--- src/logic/ltsc_pkg.sv ---
// package for the long-mode task state checks block
// assumes a core that presents control transfers as one-cycle requests
package ltsc_pkg;
  // ---------------------------------------------------------------
  // task state record layout (byte offsets from record base)
  // ---------------------------------------------------------------
  localparam logic [7:0] LTSC_OFF_STACK0 = 8'h04;
  localparam logic [7:0] LTSC_OFF_STACK1 = 8'h0c;
  localparam logic [7:0] LTSC_OFF_STACK2 = 8'h14;
  localparam logic [7:0] LTSC_OFF_ALT1 = 8'h24;
  localparam logic [7:0] LTSC_ALT_STRIDE = 8'h08;
  localparam logic [7:0] LTSC_OFF_IOMAP = 8'h64;
  localparam logic [7:0] LTSC_HALF_STRIDE = 8'h04;
  localparam int LTSC_IOMAP_POS = 16;
  localparam logic [2:0] LTSC_ALT_LAST = 3'h7;
  localparam logic [1:0] LTSC_PRIV_LAST = 2'h2;
  localparam logic [63:0] LTSC_RST_BASE = 64'h0;
  localparam logic [1:0] LTSC_RST_PRIV = 2'h0;

  // ---------------------------------------------------------------
  // kinds of control transfer seen by the checker
  // ---------------------------------------------------------------
  typedef enum logic [2:0] {
    LTSC_XFER_JUMP,
    LTSC_XFER_CALL,
    LTSC_XFER_SOFT_INT,
    LTSC_XFER_HW_INT,
    LTSC_XFER_INTERRUPT_RETURN_INSN,
    LTSC_XFER_OTHER
  } ltsc_xfer_e;

  // target descriptor classes
  typedef enum logic [1:0] {
    LTSC_TGT_PLAIN,
    LTSC_TGT_RECORD,
    LTSC_TGT_TASK_GATE
  } ltsc_tgt_e;
endpackage

--- src/logic/ltsc_mem_if.sv ---
// interface between the checker and its record fetch engine
// assumes both ends share i_sys_clk
`timescale 1ns/1ps
interface ltsc_mem_if;
  logic start;
  logic [63:0] addr;
  logic busy;
  logic done;
  logic [63:0] data;
  logic [15:0] iomap_off;
  logic want_iomap;
  modport ctl (output start, output addr, output want_iomap,
               input busy, input done, input data, input iomap_off);
  modport eng (input start, input addr, input want_iomap,
               output busy, output done, output data, output iomap_off);
endinterface

--- src/logic/ltsc_fetch.sv ---
// two-word fetch engine for task state record fields, one word for the permission map offset
// assumes a memory port that answers each read with a one-cycle valid
`timescale 1ns/1ps
module ltsc_fetch
  import ltsc_pkg::*;
(
  input wire logic i_sys_clk,
  input wire logic i_arst_n,
  ltsc_mem_if.eng mi,
  output logic o_rd_req,
  output logic [63:0] o_rd_addr,
  input wire logic i_rd_valid,
  input wire logic [31:0] i_rd_data
);
  typedef enum logic [1:0] {LTSC_F_IDLE, LTSC_F_LOW, LTSC_F_HIGH} ltsc_fst_e;
  ltsc_fst_e st_reg, st_next;
  logic [31:0] low_reg, low_next;
  logic [63:0] addr_reg, addr_next;
  logic [63:0] data_reg, data_next;
  logic iom_reg, iom_next;
  logic done_reg, done_next;

  always_comb begin
    st_next = st_reg;
    low_next = low_reg;
    addr_next = addr_reg;
    data_next = data_reg;
    iom_next = iom_reg;
    done_next = 1'b0;
    case (st_reg)
      LTSC_F_IDLE: begin
        if (mi.start) begin
          addr_next = mi.addr;
          iom_next = mi.want_iomap;
          st_next = LTSC_F_LOW;
        end
      end
      LTSC_F_LOW: begin
        if (i_rd_valid) begin
          low_next = i_rd_data;
          if (iom_reg) begin
            data_next = {32'h0, i_rd_data};
            done_next = 1'b1;
            st_next = LTSC_F_IDLE;
          end else begin
            addr_next = addr_reg + {56'h0, LTSC_HALF_STRIDE};
            st_next = LTSC_F_HIGH;
          end
        end
      end
      LTSC_F_HIGH: begin
        if (i_rd_valid) begin
          data_next = {i_rd_data, low_reg};
          done_next = 1'b1;
          st_next = LTSC_F_IDLE;
        end
      end
      default: st_next = LTSC_F_IDLE;
    endcase
  end

  always_ff @(posedge i_sys_clk or negedge i_arst_n) begin
    if (!i_arst_n) begin
      st_reg <= LTSC_F_IDLE;
      low_reg <= 32'h0;
      addr_reg <= 64'h0;
      data_reg <= 64'h0;
      iom_reg <= 1'b0;
      done_reg <= 1'b0;
    end else begin
      st_reg <= st_next;
      low_reg <= low_next;
      addr_reg <= addr_next;
      data_reg <= data_next;
      iom_reg <= iom_next;
      done_reg <= done_next;
    end
  end

  assign o_rd_req = (st_reg != LTSC_F_IDLE);
  assign o_rd_addr = addr_reg;
  assign mi.busy = (st_reg != LTSC_F_IDLE);
  assign mi.done = done_reg;
  assign mi.data = data_reg;
  assign mi.iomap_off = data_reg[LTSC_IOMAP_POS +: 16];
endmodule // ltsc_fetch

--- src/logic/ltsc_top.sv ---
// long-mode task handling checks and task state record lookups
// assumes the core decodes transfers and gives one-cycle requests
// Operation
// - in 64-bit mode a jump, call, soft or hard interrupt to a record or task gate faults.
// - in 64-bit mode an interrupt return with the nested task flag set faults.
// - in 64-bit mode no hardware task switch happens, no state is saved or loaded.
// - the record gives a 64-bit stack pointer for each privilege level 0 to 2.
// - the record gives alternate stack entries one through seven for selection.
// - the permission map address is record base plus a 16-bit offset from the record.
// - each 64-bit pointer is two 32-bit halves joined low then high.
// - the task register loaded in 64-bit mode serves both 64-bit and compat code.
`timescale 1ns/1ps
module ltsc_top
  import ltsc_pkg::*;
(
  input wire logic i_sys_clk,
  input wire logic i_arst_n,
  input wire logic i_long_mode,
  input wire logic i_xfer_valid,
  input wire ltsc_pkg::ltsc_xfer_e i_xfer_kind,
  input wire ltsc_pkg::ltsc_tgt_e i_xfer_target,
  input wire logic i_nested_task_flag,
  output logic o_general_protection_fault,
  output logic o_xfer_accept,
  output logic o_task_switch,
  input wire logic i_load_task_register_insn,
  input wire logic [63:0] i_task_register_base,
  input wire logic i_stack_req,
  input wire logic [1:0] i_stack_priv,
  input wire logic [2:0] i_alt_sel,
  input wire logic i_iomap_req,
  output logic o_lookup_busy,
  output logic o_lookup_done,
  output logic [63:0] o_lookup_value,
  output logic o_lookup_err,
  output logic o_rd_req,
  output logic [63:0] o_rd_addr,
  input wire logic i_rd_valid,
  input wire logic [31:0] i_rd_data
);
  ltsc_mem_if mi ();

  // ---------------------------------------------------------------
  // transfer checks
  // ---------------------------------------------------------------
  function automatic logic is_gate_xfer(input ltsc_xfer_e k);
    is_gate_xfer = (k == LTSC_XFER_JUMP) || (k == LTSC_XFER_CALL) ||
                   (k == LTSC_XFER_SOFT_INT) || (k == LTSC_XFER_HW_INT);
  endfunction

  logic fault_reg, fault_next;
  logic acc_reg, acc_next;
  logic sw_reg, sw_next;

  always_comb begin
    fault_next = 1'b0;
    acc_next = 1'b0;
    sw_next = 1'b0;
    if (i_xfer_valid) begin
      if (i_long_mode && is_gate_xfer(i_xfer_kind) &&
          (i_xfer_target != LTSC_TGT_PLAIN)) begin
        fault_next = 1'b1;
      end else if (i_long_mode && (i_xfer_kind == LTSC_XFER_INTERRUPT_RETURN_INSN) &&
                   i_nested_task_flag) begin
        fault_next = 1'b1;
      end else begin
        acc_next = 1'b1;
      end
      // outside long mode a record target still means a hardware switch
      sw_next = !i_long_mode && is_gate_xfer(i_xfer_kind) &&
                (i_xfer_target != LTSC_TGT_PLAIN);
    end
  end

  always_ff @(posedge i_sys_clk or negedge i_arst_n) begin
    if (!i_arst_n) begin
      fault_reg <= 1'b0;
      acc_reg <= 1'b0;
      sw_reg <= 1'b0;
    end else begin
      fault_reg <= fault_next;
      acc_reg <= acc_next;
      sw_reg <= sw_next;
    end
  end

  assign o_general_protection_fault = fault_reg;
  assign o_xfer_accept = acc_reg;
  assign o_task_switch = sw_reg;

  // ---------------------------------------------------------------
  // task register base cache
  // ---------------------------------------------------------------
  logic [63:0] base_reg, base_next;
  logic loaded_reg, loaded_next;

  always_comb begin
    base_next = base_reg;
    loaded_next = loaded_reg;
    if (i_load_task_register_insn && i_long_mode) begin
      base_next = i_task_register_base;
      loaded_next = 1'b1;
    end
  end

  always_ff @(posedge i_sys_clk or negedge i_arst_n) begin
    if (!i_arst_n) begin
      base_reg <= LTSC_RST_BASE;
      loaded_reg <= 1'b0;
    end else begin
      base_reg <= base_next;
      loaded_reg <= loaded_next;
    end
  end

  // ---------------------------------------------------------------
  // record lookups
  // ---------------------------------------------------------------
  typedef enum logic [1:0] {LTSC_L_IDLE, LTSC_L_WAIT, LTSC_L_IOMAP} ltsc_lst_e;
  ltsc_lst_e lst_reg, lst_next;
  logic start_next;
  logic [63:0] addr_next;
  logic iom_next;
  logic done_reg, done_next;
  logic err_reg, err_next;
  logic [63:0] val_reg, val_next;
  logic [7:0] field_off;

  always_comb begin
    field_off = 8'h0;
    if (i_alt_sel != 3'h0) begin
      field_off = LTSC_OFF_ALT1 + 8'(({5'h0, i_alt_sel} - 8'h1) * LTSC_ALT_STRIDE);
    end else begin
      case (i_stack_priv)
        2'h0: field_off = LTSC_OFF_STACK0;
        2'h1: field_off = LTSC_OFF_STACK1;
        default: field_off = LTSC_OFF_STACK2;
      endcase
    end
  end

  always_comb begin
    lst_next = lst_reg;
    start_next = 1'b0;
    addr_next = 64'h0;
    iom_next = 1'b0;
    done_next = 1'b0;
    err_next = 1'b0;
    val_next = val_reg;
    case (lst_reg)
      LTSC_L_IDLE: begin
        if (i_stack_req || i_iomap_req) begin
          if (!loaded_reg || (i_stack_req && i_alt_sel == 3'h0 &&
                              i_stack_priv > LTSC_PRIV_LAST)) begin
            err_next = 1'b1;
            done_next = 1'b1;
          end else if (i_stack_req) begin
            start_next = 1'b1;
            addr_next = base_reg + {56'h0, field_off};
            lst_next = LTSC_L_WAIT;
          end else begin
            start_next = 1'b1;
            iom_next = 1'b1;
            addr_next = base_reg + {56'h0, LTSC_OFF_IOMAP};
            lst_next = LTSC_L_IOMAP;
          end
        end
      end
      LTSC_L_WAIT: begin
        if (mi.done) begin
          val_next = mi.data;
          done_next = 1'b1;
          lst_next = LTSC_L_IDLE;
        end
      end
      LTSC_L_IOMAP: begin
        if (mi.done) begin
          val_next = base_reg + {48'h0, mi.iomap_off};
          done_next = 1'b1;
          lst_next = LTSC_L_IDLE;
        end
      end
      default: lst_next = LTSC_L_IDLE;
    endcase
  end

  logic start_reg;
  logic [63:0] addr_reg;
  logic iom_reg;

  always_ff @(posedge i_sys_clk or negedge i_arst_n) begin
    if (!i_arst_n) begin
      lst_reg <= LTSC_L_IDLE;
      start_reg <= 1'b0;
      addr_reg <= 64'h0;
      iom_reg <= 1'b0;
      done_reg <= 1'b0;
      err_reg <= 1'b0;
      val_reg <= 64'h0;
    end else begin
      lst_reg <= lst_next;
      start_reg <= start_next;
      addr_reg <= addr_next;
      iom_reg <= iom_next;
      done_reg <= done_next;
      err_reg <= err_next;
      val_reg <= val_next;
    end
  end

  assign mi.start = start_reg;
  assign mi.addr = addr_reg;
  assign mi.want_iomap = iom_reg;
  assign o_lookup_busy = (lst_reg != LTSC_L_IDLE);
  assign o_lookup_done = done_reg;
  assign o_lookup_value = val_reg;
  assign o_lookup_err = err_reg;

  ltsc_fetch u_fetch (
    .i_sys_clk(i_sys_clk),
    .i_arst_n(i_arst_n),
    .mi(mi.eng),
    .o_rd_req(o_rd_req),
    .o_rd_addr(o_rd_addr),
    .i_rd_valid(i_rd_valid),
    .i_rd_data(i_rd_data)
  );
endmodule // ltsc_top

--- config.mk ---
export PLATFORM = sky130hd
export DESIGN_NAME = ltsc_top
export DESIGN_NICKNAME = d
export VERILOG_FILES = /design/src/logic/ltsc_pkg.sv /design/src/logic/ltsc_mem_if.sv /design/src/logic/ltsc_fetch.sv /design/src/logic/ltsc_top.sv
export SDC_FILE = /design/constraint.sdc
export NUM_CORES = 1
export LEC_CHECK = 0
export ABC_AREA = 1
export BUFFER_PORTS_ARGS = -buffer_cell sky130_fd_sc_hd__buf_2
export CAP_MARGIN = 15
export CORE_ASPECT_RATIO = 1.25
export CORE_UTILIZATION = 54
export CTS_CLUSTER_DIAMETER = 120
export DETAILED_ROUTE_END_ITERATION = 7
export PLACE_DENSITY = 0.8
export SYNTH_ARGS = -nofsm -noshare
export SYNTH_HDL_FRONTEND = slang
export SYNTH_SLANG_ARGS = --single-unit
--- constraint.sdc ---
create_clock -name i_sys_clk -period 2 [get_ports i_sys_clk]
set_input_delay 0.2 -clock i_sys_clk [delete_from_list [all_inputs] [get_ports i_sys_clk]]
set_output_delay 0.2 -clock i_sys_clk [all_outputs]
set_load 0.005 [all_outputs]
==> results of run 1 <==
==> cell families after synthesis <==
| logic type | share of synthesized area |
|---|---|
| simple gates | 0.298 |
| compound gates | 0.135 |
| buf+inv | 0.0850 |
| flops | 0.437 |
| xor+xnor | 0.0159 |
| fa+ha+maj | 0.0210 |
| mux | 0.00799 |
==> per-layer routing <==
layer  overflow  track usage
met5          4        0.362
met4        199        0.789
met3          9        0.632
met2        358        0.967
met1          8        0.792
==> repair_timing <==
action                     in CTS
hold endpoints to repair      360
hold buffers                   95
buffers inserted               72
pin swaps                     161
setup endpoints to repair     171
gates cloned                    7
gates resized for setup       456
==> stage by stage <==
step           setup TNS [ns]  cells  hold WS (ns)   util  setup slack (ns)
2_1_floorplan           -8.37   2924       -0.0956      -            -0.309
3_3_place_gp           -46.18   4041         0.105  0.695            -0.663
3_5_place_dp           -57.23   4041         0.105  0.695            -0.770
4_1_cts                 -6.41   4283       0.00462  0.824            -0.205
==> results_dict.tcl, run 1 <==
set metrics [dict create \
    yosysMostFrequentCell "nand2_1" \
    start_util 0.548 \
    yosysWarningCount 0 \
    grt.total_usage 0.796 \
    failed_stage "global routing (5_1_grt)" \
    ios 250 \
    ys_top_cells_by_count "754 x nand2_1, 366 x dfrtp_1, 350 x inv_1, 323 x nor2_1, 242 x o21ai_0" \
    clockBufferDepth 3 \
    syn_avg_cell_area_um2 7.17 \
    grt.overflow.total 578 \
    synthFlopType "dfrtp_1" \
    cts_made_buffers 39 \
    synth.distinct_cells 53 \
    routabilityCongestion 1.06 \
    cts_max_level 2 \
    ys_seq_area_frac 0.437 \
    grt_pass1_wl_um 235000 \
    ys_ff_latch 366 \
    netlist_instances 2924 \
    post_dp_cell_area_mm2 0.0266 \
    cts.sinks 366 \
    synth_nets 3073 \
    grt_pass1_vias 34200 \
    synth_top_area_cell "dfrtp_1" \
    error "[ERROR GRT-0116] Global routing finished with congestion. Check the congestion regions in the DRC Viewer." \
    synth_area_mm2 0.0210 \
    dpl.hpwl_um 71500 \
    synth.area.top_cells "dfrtp_1 44%, nand2_1 13%, inv_1 6.3%" \
    synth-edff-count 0 \
    synth-async-reset-ratio 1.00 \
    die_w_um 178 \
    fp.dieH_um 222 \
    num_rows 80 \
    cts_root_buf "clkbuf_16" \
    yosys.area.top_type_share 0.437 \
    status "did not finish" \
    port_buffers 249 \
    grt_max_degree 99 \
]
==> run 2: changes to the inputs <==
CORE_ASPECT_RATIO = not set   (was 1.25)
CORE_UTILIZATION = 40   (was 54)
CTS_CLUSTER_DIAMETER = not set   (was 120)
PLACE_DENSITY = not set   (was 0.8)
PLACE_DENSITY_LB_ADDON = 0.15   (was not set)
clock period = 2.6 ns   (was 2 ns; I/O delays follow)
==> results_dict.tcl, run 2 <==
set metrics [dict create \
    finalNetCount 3578 \
    synth_nets 3073 \
    whs_path_depth 3 \
    fin_crit_ns 2.49 \
    num_rows 83 \
    rsz0062_at_grt "true" \
    cp.required_ns 3.07 \
    setup.worst_path.start "base_reg[0]" \
    yosysMostFrequentCell "nand2_1" \
    worst_hold_slack_ns 0.0262 \
    syn_avg_cell_area_um2 7.17 \
    post_drt_wl_per_cell_um 22.0 \
    setup_viol 0 \
    status "completed" \
    ys_seq_area_frac 0.437 \
    fp.dieH_um 231 \
    routed_wl_um 91100 \
    path_common_cell "nand2_1" \
    hold_viol 0 \
    synth_top_area_cell "dfrtp_1" \
    hp-class "input port to flop" \
    synth.distinct_cells 53 \
    cts_made_buffers 44 \
    clkTransAtPathRegs_ns 0.06 \
    die_w_um 231 \
    vias 22300 \
    r2r_end "o_lookup_value[38]" \
    arrival_ns 2.97 \
    drcViolationCount 0 \
    p_leak_nw 13.3 \
    min_from "i_rd_data[20]" \
    antenna_cells 0 \
    ios 250 \
    max_stage_delay_ns 0.43 \
    clockBufferDepth 3 \
    finalClockSkew_ns 0.0189 \
    routabilityCongestion 0.969 \
    worst_slack_ns 0.106 \
    slew_violations 0 \
    final_cell_mix "733 x nand2_1, 366 x dfrtp_1, 349 x inv_1" \
    grt_pass1_wl_um 135000 \
    port_buffers 249 \
    cts_root_buf "clkbuf_16" \
    grt_max_degree 99 \
    antenna_found_initial 0 \
    place_ws_ns -0.548 \
    layout_commonest_cell "nand2_1" \
    drive_gt1_frac 0.186 \
    tightest_slew_ns 0.876 \
    synthToLayoutAreaGrowth_pct 29.4 \
    crit_type "flop to flop" \
    reg2reg_from "base_reg[0]" \
    synth-edff-count 0 \
    maxCapViolations 0 \
    via_per_inst 5.38 \
    cts_tree "built" \
    dr.pass1.iters 5 \
    grt_pass1_vias 21600 \
    cpMaxStageDelayCell "dfrtp_1" \
    grt.total_usage 0.341 \
    cts.sinks 366 \
    fin_crit_sh 0.959 \
    fmax_ghz 0.401 \
    cts_max_level 2 \
    crit_fanout 4 \
    synth_area_mm2 0.0210 \
    drtIter0Drc 1980 \
    instances_no_fill 4142 \
    synthFlopType "dfrtp_1" \
    end_kind "flop" \
    postRouteAntennaNets 0 \
    critPathLaunchType "flop" \
    yosys.area.top_type_share 0.437 \
    total_power_mw 28.9 \
    synth-async-reset-ratio 1.00 \
    endpoint "o_lookup_value[38]" \
    dpl.hpwl_um 70400 \
    rr_worst_depth 17 \
    dieArea_mm2 0.0534 \
    nFillCells 5124 \
    yosysWarningCount 0 \
    ys_ff_latch 366 \
    ys_top_cells_by_count "754 x nand2_1, 366 x dfrtp_1, 350 x inv_1, 323 x nor2_1, 242 x o21ai_0" \
    clk_latency_ns 0.59 \
    core_mm2 0.0515 \
    dp_cells 3961 \
    ir_worst_vdd_uv 956 \
    relSlewSlack 0.416 \
    grt.overflow.total 0 \
    path_cells "ha_2, inv_1, fa_2, inv_1, buf_4, nand4_1, nand2_2, nand2_1, nand2_2, nand2_1, nand2_2, buf_4, nand2_1, nand2_1, nand3_2, nand2_1, nand2_1" \
    powerDensity_mw_per_mm2 1070 \
    fin_setup_tns_ns 0 \
    start_util 0.407 \
    r2r_setup_slack_ns 0.11 \
    netlist_instances 2924 \
    synth.area.top_cells "dfrtp_1 44%, nand2_1 13%, inv_1 6.3%" \
]
[run 2: layer usage]
| metal | vias up | GRT usage | part of all wire |
|---|---|---|---|
| met5 | - | 0 | 0 |
| met4 | 0 | 0.153 | 0.045 |
| met3 | 160 | 0.0363 | 0.057 |
| met2 | 842 | 0.555 | 0.47 |
| met1 | 10800 | 0.457 | 0.43 |
| li1 | 10500 | - | - |
[run 2: final cells by class]
cell class / count / area [um2] / area share
Multi-Input combinational cell: 2089 / 10200 / 0.377
Sequential cell: 366 / 9160 / 0.337
Timing Repair Buffer: 565 / 4060 / 0.149
Inverter: 363 / 1360 / 0.0502
Clock buffer: 63 / 1310 / 0.0481
Tap cell: 680 / 851 / 0.0313
Clock inverter: 16 / 179 / 0.00659
[run 2: how the worst min path moves through the flow]
stage                     slack [ns]                   to
after floorplan                -0.04          addr_reg[0]
after global placement          0.23        o_lookup_done
after detailed placement        0.24        o_lookup_done
after CTS                      0.004         base_reg[14]
after global routing            0.05         base_reg[14]
final                           0.03  u_fetch.mi.data[52]
[run 2: kinds of logic (layout without fill, tap and decap cells)]
logic type                 after synthesis  count (layout)  synth area share
buffers and inverters                  469            1007            0.0850
adders and majority gates               34              34            0.0210
xor gates and xnor gates                38              38            0.0159
AOI/OAI and AO/OA                      524             524             0.135
muxes                                   15              15           0.00799
DFF                                    366             366             0.437
and+or+nand+nor                       1478            1478             0.298
[run 2: worst max-delay path, delay by kind of cell, from the launching register on]
kind	cells	cell delay, ns
adders and majority gates	2	0.58
buffers and inverters	4	0.39
DFF	1	0.43
and+or+nand+nor	11	0.99
[run 2: stage by stage]
| step | instance area (um2) | util |
|---|---|---|
| 6_report | 27100 | 0.527 |
| 5_1_grt | 27100 | 0.527 |
| 4_1_cts | 27000 | 0.524 |
| 3_5_place_dp | 24500 | 0.475 |
| 3_3_place_gp | 24500 | 0.475 |
| 2_1_floorplan | 21000 | - |
[run 2: where the power goes]
part,total (mW),internal [mW],leakage [nW],switching [mW]
Combinational,12.7,4.59,8.04,8.13
Sequential,9.80,7.89,4.52,1.92
Clock,6.42,3.79,0.718,2.63
Total,28.9,16.3,13.3,12.7
[run 2: what timing repair did]
item                                   CTS  global route
setup endpoints to repair               11            64
resized for setup                       13            36
endpoints found under the hold margin  153             0
buffers inserted                         0             1
hold buffers                           101             0
pin swaps                                2             5
No activity file was read; power rests on OpenSTA's default activity.
==> run 3: changes to the inputs <==
BUFFER_PORTS_ARGS = -buffer_cell sky130_fd_sc_hd__buf_4   (was -buffer_cell sky130_fd_sc_hd__buf_2)
==> results_dict.tcl, run 3 (synthesis results as in run 2) <==
set metrics [dict create \
    fin_crit_ns 2.52 \
    worst_slack_ns 0.0830 \
    crit_fanout 3 \
    total_power_mw 29.3 \
    cts_root_buf "clkbuf_16" \
    slew_violations 0 \
    grt.met1_usage 0.460 \
    setup.worst_path.start "base_reg[15]" \
    fmax_ghz 0.397 \
    fin_util 0.536 \
    grt_max_degree 99 \
    p_leak_nw 13.4 \
    rr_worst_depth 12 \
    vias 22100 \
    critPathLaunchType "flop" \
    layout_commonest_cell "nand2_1" \
    cp.required_ns 3.12 \
    arrival_ns 3.03 \
    hold_viol 0 \
    clk_latency_ns 0.58 \
    r2r_setup_slack_ns 0.08 \
    cts_max_level 2 \
    antenna_found_initial 0 \
    dpl.hpwl_um 70900 \
    cpMaxStageDelayCell "dfrtp_1" \
    grt.overflow.total 0 \
    cts_tree "built" \
    grt.total_usage 0.343 \
    r2r_end "o_lookup_value[25]" \
    drtIter0Drc 1761 \
    core_mm2 0.0515 \
    ios 250 \
    cts_made_buffers 44 \
    place_ws_ns -0.515 \
    path_cells "ha_1, buf_4, nand2_1, nor2_1, nand2_1, nor2_1, nand2_1, nand2_1, nand2_1, nand3_1, o211ai_1, nand2_1" \
    setup_viol 0 \
    met2_usage 0.556 \
    tightest_slew_ns 0.785 \
    end_kind "flop" \
    synthToLayoutAreaGrowth_pct 31.7 \
    worstHoldEndpoint "base_reg[36]" \
    fp.dieH_um 231 \
    drive_gt1_frac 0.180 \
    fin_crit_sh 0.968 \
    dr.pass1.iters 6 \
    port_buffers 249 \
    finalClockSkew_ns 0.0205 \
    reg2reg_from "base_reg[15]" \
    dieArea_mm2 0.0534 \
    num_rows 83 \
    die_w_um 231 \
    postRouteAntennaNets 0 \
    finalNetCount 3565 \
    crit_type "flop to flop" \
    via_per_inst 5.36 \
    max_stage_delay_ns 0.43 \
    relSlewSlack 0.476 \
    grt.busiest_layer "met2" \
    post_drt_wl_per_cell_um 22.2 \
    clockBufferDepth 3 \
    path_common_cell "nand2_1" \
    use_met3 0.0384 \
    clkTransAtPathRegs_ns 0.07 \
    ir_worst_vdd_uv 768 \
    hp-class "input port to flop" \
    routed_wl_um 91600 \
    antenna_cells 0 \
    final_cell_mix "735 x nand2_1, 433 x buf_4, 366 x dfrtp_1" \
    worst_hold_slack_ns 0.0412 \
    maxCapViolations 0 \
    status "completed" \
    routabilityCongestion 0.983 \
    min_from "i_task_register_base[36]" \
    grt_pass1_wl_um 136000 \
    drcViolationCount 0 \
    start_util 0.407 \
    whs_path_depth 3 \
    cts.sinks 366 \
    grt_pass1_vias 21500 \
    powerDensity_mw_per_mm2 1060 \
]
run 3: cell count changes in the layout (fill, tap and decap cells not counted), moves of 3 or more:
| cell | change |
|---|---|
| buf_2 | -248 |
| buf_4 | +232 |
| nand3_1 | +6 |
| nand3_2 | -5 |
| clkinv_2 | -3 |
run 3: layout make-up:
type,instances,area (um2)
clock buffer,61,1290
clock inverter,17,190
fill,5168,23900
inverter,363,1370
multi-input combinational,2089,10200
sequential,366,9160
tap,680,851
timing repair buffer,552,4600
run 3: repair_timing:
item,CTS,global route
hold buffers,103,0
gates resized for setup,0,39
setup endpoints to repair,0,55
buffers inserted,0,0
hold endpoints to repair,159,0
run 3: critical path, delay by kind of cell, from the launching register on:
kind                     cells  cell delay, ns
AO/OA/AOI/OAI                1            0.15
buffers and inverters        1            0.13
adder cells (fa/ha/maj)      1            0.34
flip-flops                   1            0.43
AND/OR/NAND/NOR              9            1.39
run 3: through the flow:
stage	cell area, um2	TNS [ns]	instances
after global placement	25000	-10.44	3947
after detailed placement	25000	-15.15	3947
after floorplan	21000	0	2924
final	27600	0	4128
after global routing	27600	-0.0691	4128
after CTS	27500	0	4128
run 3: worst max-delay path by stage:
stage / to / slack [ns]
global placement: addr_reg[63] / -0.39
CTS: o_lookup_value[23] / 0.007
detailed placement: addr_reg[63] / -0.51
global route: addr_reg[30] / -0.02
floorplan: addr_reg[36] / 0.03
finish: o_lookup_value[25] / 0.08
run 3: routing by layer:
layer | vias up | part of all wire
li1 | 10500 | -
met1 | 10700 | 0.43
met2 | 799 | 0.46
met3 | 171 | 0.055
met4 | 0 | 0.049
met5 | - | 0
run 3: report_power, final:
group          switching [mW]  internal, mW
logic                    8.13          4.99
registers                1.91          7.89
clock network            2.60          3.76
==> run 4: changes to the inputs <==
GPL_TIMING_DRIVEN = 0   (was not set)
==> results_dict.tcl, run 4 (synthesis results as in run 2) <==
set metrics [dict create \
    status "completed" \
    finalNetCount 3487 \
    dr.pass1.iters 5 \
    grt_max_degree 121 \
    core_mm2 0.0515 \
    finalClockSkew_ns 0.0189 \
    port_buffers 248 \
    clockBufferDepth 3 \
    cp.required_ns 3.03 \
    arrival_ns 3.00 \
    worstHoldEndpoint "u_fetch.low_reg[20]" \
    grt.overflow.total 0 \
    clkTransAtPathRegs_ns 0.06 \
    crit_fanout 10 \
    fin_util 0.521 \
    grt.total_usage 0.355 \
    drcViolationCount 0 \
    whs_path_depth 3 \
    grt_pass1_vias 21800 \
    via_per_inst 5.46 \
    slew_violations 0 \
    tightest_slew_ns 1.06 \
    postRouteAntennaNets 0 \
    antenna_found_initial 1 \
    r2r_end "u_fetch.o_rd_addr[48]" \
    maxCapViolations 0 \
    grt_pass1_wl_um 139000 \
    crit_type "input port to flop" \
    relSlewSlack 0.293 \
    cts_max_level 2 \
    die_w_um 231 \
    r2r_setup_slack_ns 0.05 \
    fmax_ghz 0.389 \
    reg2reg_from "u_fetch.o_rd_addr[2]" \
    dieArea_mm2 0.0534 \
    cts_root_buf "clkbuf_16" \
    hp-class "input port to flop" \
    drive_gt1_frac 0.152 \
    fp.dieH_um 231 \
    start_util 0.407 \
    powerDensity_mw_per_mm2 1100 \
    cts.sinks 366 \
    routed_wl_um 95100 \
    ios 250 \
    final_cell_mix "731 x nand2_1, 366 x dfrtp_1, 349 x inv_1" \
    critPathLaunchType "input port" \
    end_kind "flop" \
    ir_worst_vdd_uv 594 \
    vias 22100 \
    min_from "i_rd_data[20]" \
    hold_viol 0 \
    setup_viol 0 \
    drtIter0Drc 2021 \
    clk_latency_ns 0.59 \
    fin_setup_tns_ns 0 \
    dpl.hpwl_um 75000 \
    p_leak_nw 12.8 \
    cts_made_buffers 44 \
    fin_crit_sh 0.988 \
    antenna_cells 0 \
    nFillCells 5225 \
    fin_crit_ns 2.57 \
    num_rows 83 \
    cts_tree "built" \
    post_drt_wl_per_cell_um 23.5 \
    layout_commonest_cell "nand2_1" \
    rr_worst_depth 10 \
    synthToLayoutAreaGrowth_pct 27.8 \
    routabilityCongestion 0.990 \
]
## run 4: changes by cell type in the layout (fill, tap and decap cells not counted), moves of 7 or more
| cell | delta |
|---|---|
| nor2_1 | -11 |
| buf_4 | -169 |
| buf_1 | +13 |
| buf_12 | -12 |
| buf_2 | +17 |
| nor3_1 | -12 |
| clkbuf_2 | +12 |
| nor3_2 | +10 |
| clkbuf_1 | +65 |
| a21oi_1 | -7 |
| nor2_2 | +7 |
## run 4: per-stage QoR
| stage | instances | hold WS (ns) | worst slack (ns) | area, um2 | total power [mW] |
|---|---|---|---|---|---|
| 2_1_floorplan | 2924 | -0.0356 | 0.0349 | 21000 | 16.4 |
| 3_3_place_gp | 3852 | 0.450 | -2.48 | 23700 | 22.3 |
| 3_5_place_dp | 3855 | 0.296 | -1.06 | 23800 | 22.6 |
| 4_1_cts | 4038 | 0.00100 | 0.00141 | 26400 | 29.0 |
| 5_1_grt | 4052 | 0.00736 | -0.0536 | 26800 | 31.2 |
| 6_report | 4052 | 0.0162 | 0.0300 | 26800 | 29.5 |
## run 4: per-layer routing
layer / wire length [um] / vias up / track usage
met5: 13 / - / 0
met4: 4850 / 2 / 0.175
met3: 5540 / 199 / 0.0462
met2: 45700 / 854 / 0.598
met1: 39000 / 10700 / 0.447
li1: - / 10300 / -
## run 4: report_power, final
| group | total, mW | switching, mW | internal (mW) |
|---|---|---|---|
| clock network | 6.16 | 2.56 | 3.60 |
| registers | 9.96 | 2.08 | 7.88 |
| logic | 13.3 | 8.72 | 4.61 |
| total | 29.5 | 13.4 | 16.1 |
## run 4: layout make-up
| cell class | count | area [um2] | area share |
|---|---|---|---|
| buffer | 105 | 445 | 0.0166 |
| multi-input combinational | 2089 | 10400 | 0.389 |
| sequential | 366 | 9160 | 0.342 |
| timing repair buffer | 369 | 3120 | 0.116 |
| clock buffer | 67 | 1320 | 0.0492 |
| tap | 680 | 851 | 0.0317 |
| clock inverter | 13 | 115 | 0.00429 |
| inverter | 363 | 1360 | 0.0508 |
## run 4: what timing repair did
action	CTS	global route
pin swaps	4	18
resized for setup	52	73
setup buffers	5	14
endpoints found under the hold margin	195	0
endpoints found under the setup margin	170	148
hold buffers	99	0
## run 4: worst max path at each step
stage | start | endpoint | slack [ns] | cells after the start
global route | base_reg[30] | o_lookup_value[44] | -0.05 | 9
CTS | base_reg[0] | o_lookup_value[48] | 0.001 | 15
detailed placement | i_alt_sel[0] | addr_reg[63] | -1.06 | 17
finish | i_long_mode | base_reg[61] | 0.03 | 6
floorplan | i_alt_sel[0] | addr_reg[36] | 0.03 | 20
global placement | i_arst_n | o_lookup_value[52] | -2.48 | 1
## run 4: worst max-delay path, cell delays in order
cell and delay, ns:
dlygate4sd3_1 0.54, buf_4 0.15, nand2_1 0.50, clkbuf_1 0.58, buf_1 0.77, a21oi_1 0.18
